`src/logic/sfel_pkg.sv`:
```
package sfel_pkg;
    localparam int unsigned DWORD_W = 32;
    localparam int unsigned SEG_W = 16;
    localparam int unsigned NUM_GP = 8;
    localparam int unsigned NUM_SEG = 6;
    localparam int unsigned LEVEL_W = 5;
    localparam logic [31:0] DWORD_BYTES = 32'h0000_0004;
    localparam logic [31:0] RST_STACK = 32'h0000_0000;
    localparam logic [31:0] RST_FLAGS = 32'h0000_0002;
    localparam logic [31:0] RST_IP = 32'h0000_0000;
    // General register indices
    localparam logic [2:0] GP_A = 3'h0;
    localparam logic [2:0] GP_C = 3'h1;
    localparam logic [2:0] GP_D = 3'h2;
    localparam logic [2:0] GP_B = 3'h3;
    localparam logic [2:0] GP_SP = 3'h4;
    localparam logic [2:0] GP_FB = 3'h5;
    localparam logic [2:0] GP_SI = 3'h6;
    localparam logic [2:0] GP_DI = 3'h7;
    // Segment register indices: data segment view and the last one fitted
    localparam logic [2:0] SEG_DATA = 3'h3;
    localparam logic [2:0] SEG_LAST = 3'h5;

    typedef enum logic [1:0] {
        SFEL_OP_NONE,
        SFEL_OP_ENTER,
        SFEL_OP_LEAVE,
        SFEL_OP_WRREG
    } sfel_op_e;

    // Instruction request from the decoder
    typedef struct packed {
        sfel_op_e op;
        logic [15:0] storage;
        logic [4:0] level;
        logic [2:0] reg_sel;
        logic [31:0] reg_data;
        logic seg_wr;
        logic [2:0] seg_sel;
        logic [31:0] next_ip;
        logic flags_wr;
        logic [31:0] flags_data;
    } sfel_req_s;

    // Stack memory request
    typedef struct packed {
        logic req;
        logic wr;
        logic [31:0] addr;
        logic [31:0] wdata;
    } sfel_mem_s;
endpackage

```
`src/logic/sfel_core.sv`:
```
`timescale 1ns/100ps
// Notes on behaviour
// RQ1 - Level zero frame creation copies no earlier frame pointers.
// RQ2 - First display doubleword is the frame base held before the instruction.
// RQ3 - At level one the new frame base is written as second doubleword.
// RQ4 - Afterwards frame base points at first push, stack pointer at frame end.
// RQ5 - Deeper levels copy caller display pointers in order after saved frame base.
// RQ6 - Push pointer to the new frame at every nonzero level; omit at level zero.
// RQ7 - Release takes no operands and first copies frame base into stack pointer.
// RQ8 - Release then pops saved frame base, restoring stack pointer.
// RQ9 - Eight 32-bit general registers.
// RQ10 - Six 16-bit segment registers.
// RQ11 - A 32-bit flags register.
// RQ12 - A 32-bit instruction pointer register.
// RQ13 - Lexical level operand accepted from zero through thirty-one.
// RQ14 - Level zero: push frame base, copy stack pointer, subtract storage.
// RQ15 - After the display, stack pointer drops by the storage byte count.
// RQ16 - Stack pointer drops four before each push; display writes in order.
module sfel_core (
    // Clock and reset
    input wire logic i_core_clk,
    input wire logic i_resetn,
    // Instruction request
    input wire logic i_req_valid,
    input wire sfel_pkg::sfel_req_s i_req,
    output logic o_req_ready,
    output logic o_done,
    // Stack memory
    output sfel_pkg::sfel_mem_s o_mem,
    input wire logic i_mem_ack,
    input wire logic [31:0] i_mem_rdata,
    // Architectural state view
    output logic [31:0] o_stack_ptr,
    output logic [31:0] o_frame_base,
    output logic [31:0] o_flags,
    output logic [31:0] o_instr_ptr,
    output logic [15:0] o_data_seg
);
    // Create runs: saved base push, read and write pairs, pointer push, allocation;
    // release runs a single pop
    typedef enum {
        ST_IDLE,
        ST_PUSH_FB,
        ST_RD_DISP,
        ST_WR_DISP,
        ST_PUSH_CUR,
        ST_ALLOC,
        ST_POP_FB,
        ST_DONE
    } sfel_state_e;

    sfel_state_e state_r;

    // Architectural register file and state
    logic [31:0] gp_r [sfel_pkg::NUM_GP];
    logic [15:0] seg_r [sfel_pkg::NUM_SEG];
    logic [31:0] flags_r;
    logic [31:0] ip_r;

    // Working registers for the running create or release
    logic [31:0] old_fb_r;
    logic [31:0] frame_tmp_r;
    logic [31:0] copy_val_r;
    logic [4:0] level_r;
    logic [4:0] cnt_r;
    logic [15:0] storage_r;
    logic [31:0] rd_ptr_r;
    sfel_pkg::sfel_mem_s mem_r;
    logic done_r;
    logic ready_r;

    // One doubleword below a pointer; every push steps down by this
    function automatic logic [31:0] dec_dw(input logic [31:0] v);
        dec_dw = v - sfel_pkg::DWORD_BYTES;
    endfunction

    // Elaboration checks: the views, arrays and index fields assume these sizes
    if (sfel_pkg::DWORD_W != 32 || sfel_pkg::SEG_W != 16) begin : g_bad_width
        $error("sfel_core: register widths must be 32 and 16 bits");
    end
    if (sfel_pkg::NUM_GP != 8 || sfel_pkg::NUM_SEG != 6) begin : g_bad_count
        $error("sfel_core: eight general and six segment registers expected");
    end
    // Levels zero to thirty-one fill exactly five operand bits
    if (sfel_pkg::LEVEL_W != 5) begin : g_bad_level
        $error("sfel_core: level operand must be five bits wide");
    end

    // Create and release run the sequencer; everything else finishes at once
    function automatic logic is_long_op(input sfel_pkg::sfel_op_e op);
        is_long_op = (op == sfel_pkg::SFEL_OP_ENTER) || (op == sfel_pkg::SFEL_OP_LEAVE);
    endfunction

    // Ready has its own flop so the requester sees no decode path;
    // it mirrors the idle state one for one
    always_ff @(posedge i_core_clk or negedge i_resetn) begin
        if (!i_resetn) begin
            ready_r <= 1'b1;
        end else if (state_r == ST_IDLE) begin
            // Any level operand is taken; five bits cover zero to thirty-one
            ready_r <= !(i_req_valid && is_long_op(i_req.op)); // see RQ13
        end else begin
            // Only the last state of a sequence returns to idle
            ready_r <= (state_r == ST_DONE);
        end
    end

    // Sequencer plus stack and frame registers
    always_ff @(posedge i_core_clk or negedge i_resetn) begin
        if (!i_resetn) begin
            state_r <= ST_IDLE;
            for (int i = 0; i < sfel_pkg::NUM_GP; i++) begin
                gp_r[i] <= 32'h0000_0000;
            end
            old_fb_r <= 32'h0000_0000;
            frame_tmp_r <= 32'h0000_0000;
            copy_val_r <= 32'h0000_0000;
            level_r <= 5'h00;
            cnt_r <= 5'h00;
            storage_r <= 16'h0000;
            rd_ptr_r <= 32'h0000_0000;
            mem_r <= '0;
            done_r <= 1'b0;
        end else begin
            done_r <= 1'b0;
            case (state_r)
                ST_IDLE: begin
                    if (i_req_valid) begin
                        case (i_req.op)
                            sfel_pkg::SFEL_OP_ENTER: begin
                                // Capture frame base before anything moves
                                old_fb_r <= gp_r[sfel_pkg::GP_FB]; // see RQ2
                                level_r <= i_req.level;
                                storage_r <= i_req.storage;
                                gp_r[sfel_pkg::GP_SP] <= dec_dw(gp_r[sfel_pkg::GP_SP]); // see RQ16
                                mem_r.req <= 1'b1;
                                mem_r.wr <= 1'b1;
                                mem_r.addr <= dec_dw(gp_r[sfel_pkg::GP_SP]);
                                mem_r.wdata <= gp_r[sfel_pkg::GP_FB]; // see RQ2
                                state_r <= ST_PUSH_FB;
                            end
                            sfel_pkg::SFEL_OP_LEAVE: begin
                                // Operands ignored; drop locals first
                                gp_r[sfel_pkg::GP_SP] <= gp_r[sfel_pkg::GP_FB]; // see RQ7
                                mem_r.req <= 1'b1;
                                mem_r.wr <= 1'b0;
                                mem_r.addr <= gp_r[sfel_pkg::GP_FB];
                                state_r <= ST_POP_FB;
                            end
                            sfel_pkg::SFEL_OP_WRREG: begin
                                // Plain register write; finishes in one cycle
                                gp_r[i_req.reg_sel] <= i_req.reg_data; // see RQ9
                                done_r <= 1'b1;
                            end
                            default: begin
                                done_r <= 1'b1;
                            end
                        endcase
                    end
                end
                ST_PUSH_FB: begin
                    if (i_mem_ack) begin
                        mem_r.req <= 1'b0;
                        frame_tmp_r <= gp_r[sfel_pkg::GP_SP];
                        rd_ptr_r <= old_fb_r;
                        cnt_r <= 5'h01;
                        // Level zero: no display and no pointer pushes
                        if (level_r == 5'h00) begin
                            state_r <= ST_ALLOC; // see RQ1 RQ14
                        end else if (level_r == 5'h01) begin
                            state_r <= ST_PUSH_CUR;
                        end else begin
                            state_r <= ST_RD_DISP;
                        end
                    end
                end
                ST_RD_DISP: begin
                    // Fetch the caller display entries one at a time
                    if (!mem_r.req) begin
                        mem_r.req <= 1'b1;
                        mem_r.wr <= 1'b0;
                        mem_r.addr <= dec_dw(rd_ptr_r);
                        rd_ptr_r <= dec_dw(rd_ptr_r);
                    end else if (i_mem_ack) begin
                        mem_r.req <= 1'b0;
                        copy_val_r <= i_mem_rdata;
                        state_r <= ST_WR_DISP;
                    end
                end
                ST_WR_DISP: begin
                    // Reads and writes alternate, so the display stays ordered
                    if (!mem_r.req) begin
                        gp_r[sfel_pkg::GP_SP] <= dec_dw(gp_r[sfel_pkg::GP_SP]); // see RQ16
                        mem_r.req <= 1'b1;
                        mem_r.wr <= 1'b1;
                        mem_r.addr <= dec_dw(gp_r[sfel_pkg::GP_SP]);
                        mem_r.wdata <= copy_val_r; // see RQ5
                    end else if (i_mem_ack) begin
                        mem_r.req <= 1'b0;
                        cnt_r <= cnt_r + 5'h01;
                        if (cnt_r + 5'h01 == level_r) begin
                            state_r <= ST_PUSH_CUR;
                        end else begin
                            state_r <= ST_RD_DISP;
                        end
                    end
                end
                ST_PUSH_CUR: begin
                    // Pointer to the new frame, which is the caller's view;
                    // same-level callers never reach here with a deeper level
                    if (!mem_r.req) begin
                        gp_r[sfel_pkg::GP_SP] <= dec_dw(gp_r[sfel_pkg::GP_SP]); // see RQ16
                        mem_r.req <= 1'b1;
                        mem_r.wr <= 1'b1;
                        mem_r.addr <= dec_dw(gp_r[sfel_pkg::GP_SP]);
                        mem_r.wdata <= frame_tmp_r; // see RQ3 RQ6
                    end else if (i_mem_ack) begin
                        mem_r.req <= 1'b0;
                        state_r <= ST_ALLOC;
                    end
                end
                ST_ALLOC: begin
                    // Frame base at first push, stack at end of locals
                    gp_r[sfel_pkg::GP_FB] <= frame_tmp_r; // see RQ4 RQ14
                    gp_r[sfel_pkg::GP_SP] <= gp_r[sfel_pkg::GP_SP]
                        - {16'h0000, storage_r}; // see RQ15
                    done_r <= 1'b1;
                    state_r <= ST_DONE;
                end
                ST_POP_FB: begin
                    if (i_mem_ack) begin
                        mem_r.req <= 1'b0;
                        // Popped word becomes the frame base; stack back to pre-call
                        gp_r[sfel_pkg::GP_FB] <= i_mem_rdata; // see RQ8
                        gp_r[sfel_pkg::GP_SP] <= gp_r[sfel_pkg::GP_SP]
                            + sfel_pkg::DWORD_BYTES; // see RQ8
                        done_r <= 1'b1;
                        state_r <= ST_DONE;
                    end
                end
                ST_DONE: begin
                    // Gap cycle so the next request meets settled views
                    state_r <= ST_IDLE;
                end
                default: begin
                    state_r <= ST_IDLE;
                end
            endcase
        end
    end

    // Segment registers, written only while idle
    // An index above the last segment is dropped, not wrapped
    always_ff @(posedge i_core_clk or negedge i_resetn) begin
        if (!i_resetn) begin
            for (int i = 0; i < sfel_pkg::NUM_SEG; i++) begin
                seg_r[i] <= 16'h0000;
            end
        end else if (i_req_valid && state_r == ST_IDLE && i_req.seg_wr
                     && i_req.seg_sel <= sfel_pkg::SEG_LAST) begin
            seg_r[i_req.seg_sel] <= i_req.reg_data[15:0]; // see RQ10
        end
    end

    // Flags register
    always_ff @(posedge i_core_clk or negedge i_resetn) begin
        if (!i_resetn) begin
            flags_r <= sfel_pkg::RST_FLAGS;
        end else if (i_req_valid && state_r == ST_IDLE && i_req.flags_wr) begin
            flags_r <= i_req.flags_data; // see RQ11
        end
    end

    // Instruction pointer advances on each accepted instruction
    always_ff @(posedge i_core_clk or negedge i_resetn) begin
        if (!i_resetn) begin
            ip_r <= sfel_pkg::RST_IP;
        end else if (i_req_valid && state_r == ST_IDLE) begin
            ip_r <= i_req.next_ip; // see RQ12
        end
    end

    // Registered outputs
    // Views lag the registers by one cycle; callers wait past done
    always_ff @(posedge i_core_clk or negedge i_resetn) begin
        if (!i_resetn) begin
            o_stack_ptr <= sfel_pkg::RST_STACK;
            o_frame_base <= 32'h0000_0000;
            o_flags <= sfel_pkg::RST_FLAGS;
            o_instr_ptr <= sfel_pkg::RST_IP;
            o_data_seg <= 16'h0000;
        end else begin
            o_stack_ptr <= gp_r[sfel_pkg::GP_SP];
            o_frame_base <= gp_r[sfel_pkg::GP_FB];
            o_flags <= flags_r;
            o_instr_ptr <= ip_r;
            o_data_seg <= seg_r[sfel_pkg::SEG_DATA];
        end
    end

    // Outputs straight from their flops
    assign o_mem = mem_r;
    assign o_done = done_r;
    assign o_req_ready = ready_r;
endmodule

```
`config.mk`:
```
export PLATFORM = sky130hd
export DESIGN_NAME = sfel_core
export DESIGN_NICKNAME = d
export VERILOG_FILES = /design/src/logic/sfel_pkg.sv /design/src/logic/sfel_core.sv
export SDC_FILE = /design/constraint.sdc
export NUM_CORES = 1
export LEC_CHECK = 0
export BUFFER_PORTS_ARGS = -buffer_cell sky130_fd_sc_hd__buf_2
export CAP_MARGIN = 20
export CORE_MARGIN = 5
export CORE_UTILIZATION = 46
export CTS_BUF_LIST = sky130_fd_sc_hd__clkbuf_8
export CTS_CLUSTER_DIAMETER = 200
export DETAILED_ROUTE_END_ITERATION = 10
export PLACE_DENSITY_LB_ADDON = 0.25
export REMOVE_ABC_BUFFERS = 1
export SLEW_MARGIN = 20
export SYNTH_ARGS = -nofsm -noshare
export SYNTH_HDL_FRONTEND = slang
export SYNTH_SLANG_ARGS = --single-unit
```
`constraint.sdc`:
```
create_clock -name i_core_clk -period 8.65 [get_ports i_core_clk]
set_input_delay 2.595 -clock i_core_clk [delete_from_list [all_inputs] [get_ports i_core_clk]]
set_output_delay 2.595 -clock i_core_clk [all_outputs]
set_load 0.005 [all_outputs]
```
==> summary.md <==
| Metric | Value |
|---|---|
| CTS-repair resized insts | `0` |
| Max VDD drop | `0.2006 mV` |
| Port buffer count | `374` |
| Via count | `20300` |
| Clock Path Buffers | `3` |
| Routed wire per std cell | `24.48 microns` |
| Post-synthesis sequential area ratio | `54.02%` |
| Final HPWL DP | `55.59 mm` |
| Pre-CTS setup slack | `3.066 ns` |
| Max FO, Critical Path | `39` |
| Die X | `237.3 microns` |
| Worst Setup Path Type | `input port to flip-flop` |
| PwrDens | `406.9 nW/um^2` |
| Routability cong. | `0.9643` |
| Root Buffer | `clkbuf_8` |
| Clock Skew | `0.02740 ns` |
| Number of DRC markers in iteration 0 | `2146` |
| Remaining DRCs | `0` |
| Vias in the first global route | `20150` |
| Critical Path RT | `9.22 ns` |
| Placed Cells | `3214` |
| Outcome | `completed` |
| Commonest cells in the netlist | `510 x dfrtp_1, 270 x nand2_1, 201 x nor2_1` |
| Skew-Pair Late Insertion Delay | `0.69 ns` |
| Vias/cell | `6.039` |
| Simple-gate share of the synthesized area | `13.02%` |
| GR Overflow Total | `0` |
| XOR/XNOR share of the synthesized area | `3.206%` |
| Mean post-synth cell area | `10.37 sq um` |
| Die area | `56320 sq um` |
| CP arrival | `5.61 ns` |
| Compound-cell area share of the yosys netlist | `15.72%` |
| Hold Vio Cnt, Final | `0` |
| Hold WC Path Type | `flip-flop to flip-flop` |
| Critical path cell sequence | `buf_2, inv_1, ha_1, buf_4, nor2_1, buf_4, a21oi_1, o22ai_1, nor2_1, a21oi_1, o32a_1` |
| Mux cell area share after synthesis | `9.238%` |
| Dominant synthesized flop cell | `dfrtp_1` |
| Initial antenna violation count | `5` |
| Min Tclk post-route | `5.036 ns` |
| Core area | `51300 sq um` |
| Worst-path clk slew | `0.06 ns` |
| Postcts setup bufs | `0` |
| Drt first pass iters | `8` |
| CP Launch Type | `input port` |
| Finished Layout Cells | `3362` |
| RSZ-0062 raised after global routing | `false` |
| Buf+Inv Stages, Crit Path | `4` |
| Post-CTS Hold Fix Bufs | `0` |
| Adder-Cell Fraction of Synth Area | `1.348%` |
| Top-Level Pins | `375` |
| Post-Synthesis Cells | `2291` |
| Crit end category | `flip-flop` |
| Synth warnings | `0` |
| Fmax | `198.6 MHz` |
| Share of the synthesized area in the top cell type | `53.69%` |
| Top post-synthesis cells by area | `dfrtp_1 54%, mux2_2 8.1%, nand2_1 4.3%` |
| Top-count cell post-synth | `dfrtp_1` |
| Final core utilization | `54.55%` |
| Post-Syn Area | `23770 sq um` |
| Post-synth top area cell | `dfrtp_1` |
| Initial core utilization | `46.33%` |
| Largest family of logic cells by synthesized area | `compound AO/OA/AOI/OAI gates` |
| Number of synthesized register bits | `513` |
| Post-synth ARST share | `100.0%` |
| Max Cap Viol | `0` |
| Yosys cell types | `78` |
| Tcrit/Tclk final | `58.21%` |
| Setup ws final | `3.614 ns` |
| Area grow syn2layout | `17.74%` |
| EDFF count, synth | `0` |
| Delay-heaviest family, CP | `compound AO/OA/AOI/OAI gates` |
| Fraction of layout cells with a size suffix above 1 | `27.71%` |
| Worst slew pin tran | `1.178 ns` |
| Final setup violation count | `0` |
| TNS Setup | `0 ns` |
| Final net count | `2810` |
| LEAKAGE | `12.77 nW` |
| First-pass GRT wire length | `125.3 mm` |
| Die Ht | `237.3 microns` |
| Largest net degree at the start of global routing | `169` |
| Clock sinks | `513` |
| Worst slew margin | `21.45%` |
| Critical-path top delay cell | `a21oi_1` |
| Antenna Violating Nets Remaining | `0` |
| Total Routed Length | `82.31 mm` |
| Slew Viols, Final | `0` |
| CTS tree | `built` |
| Max incr delay on CP | `0.91 ns` |
| Num CTS Buffers | `86` |
| Row count | `83` |
| Global Route Usage Sum | `28.47%` |
| CTS H-tree depth | `3` |
-- path summary, 6_finish.rpt --
path	slack, ns	cells after the start	from	endpoint
max	3.61	11	i_req[125]	gp_r[104]
min	0.36	0	flags_r[11]	o_flags[11]
max reg2reg	4.40	8	state_r[0]	o_mem[23]
min reg2reg	0.36	0	flags_r[11]	o_flags[11]
max in group asynchronous	5.23	2	i_resetn	o_stack_ptr[8]
min in group asynchronous	1.92	1	i_resetn	o_instr_ptr[16]
-- stage by stage --
stage / instance area, sq um / total power [mW] / hold WS (ns)
floorplan: 23100 / 7.009 / 0.3486
global placement: 26250 / 9.047 / 0.3503
detailed placement: 26250 / 9.178 / 0.3542
CTS: 27980 / 11.39 / 0.3644
global route: 27990 / 12.11 / 0.3650
finish: 27990 / 11.39 / 0.3604
-- registers in the layout (all words and copies together) (netlist names) --
| signal | flops |
|---|---|
| o_mem | 66 |
| gp_r | 64 |
| copy_val_r | 32 |
| flags_r | 32 |
| frame_tmp_r | 32 |
| ip_r | 32 |
| o_flags | 32 |
| o_frame_base | 32 |
| o_instr_ptr | 32 |
| o_stack_ptr | 32 |
| old_fb_r | 32 |
| rd_ptr_r | 32 |
| o_data_seg | 16 |
| seg_r | 16 |
| storage_r | 16 |
| cnt_r | 5 |
| level_r | 5 |
| state_r | 3 |
| o_done | 1 |
| o_req_ready | 1 |
-- power by group --
group / switching (mW) / internal [mW]
registers: 1.08 / 3.48
clock network: 1.01 / 1.15
logic: 2.83 / 1.84
-- logic make-up (layout without fill, tap and decap cells) --
logic type | after synthesis | after routing
DFF | 513 | 513
xor gates and xnor gates | 87 | 87
and+or+nand+nor | 687 | 687
buffers and inverters | 209 | 599
AOI/OAI and AO/OA | 572 | 572
other | 0 | 1
adders and majority gates | 25 | 25
muxes | 198 | 198
-- routing by layer --
layer | share of wire (%) | GRT usage (%)
met5 | 0.049 | 0
met4 | 3.1 | 10.44
met3 | 9.3 | 6.335
met2 | 45 | 43.21
met1 | 43 | 40.51
-- worst reg2reg max path: cells and delay by family, from the launching register on --
kind                   cells  cell delay, ns
AOI/OAI and AO/OA          2            0.64
buffers and inverters      3            1.61
DFF                        1            0.95
and+or+nand+nor            3            0.96
-- layout make-up --
class | instances | area, sq um
fillers | 4567 | 23320
flip-flops and latches | 513 | 12840
multi-input cells | 1569 | 10220
repair buffers | 413 | 2200
clock buffers | 110 | 1514
well taps | 680 | 850.8
clock inverters | 37 | 215.2
inverters | 39 | 146.4
diodes | 1 | 2.502
-- cell usage in the layout, fill, tap and decap left out, types with 8 or more instances in the layout --
cell      Yosys  final
nand2b_1     13     13
buf_4         1     37
or3_1        14     14
o211ai_1      8      8
a211oi_1      9      9
mux2i_1      27     27
and3_1       11     10
nand4_1      22     22
a211o_1       9      9
clkbuf_8      0    110
inv_1        38     59
o221ai_1     18     18
a222oi_1     45     45
buf_2         5    373
nor2b_1      10     10
a22oi_1      45     45
a221oi_1     23     23
o22ai_1      24     24
dfrtp_1     510    510
nand3_1      49     49
o21a_1       10     10
nor3_1       34     32
mux2_2      171    171
nand2_1     270    269
a31oi_1      48     48
a21oi_1     153    151
xnor2_1      50     50
nor4_1       20     20
o21ai_0     125    125
ha_1         24     24
nor2_1      201    198
xor2_1       37     37
No activity file was read; power rests on OpenSTA's default activity.
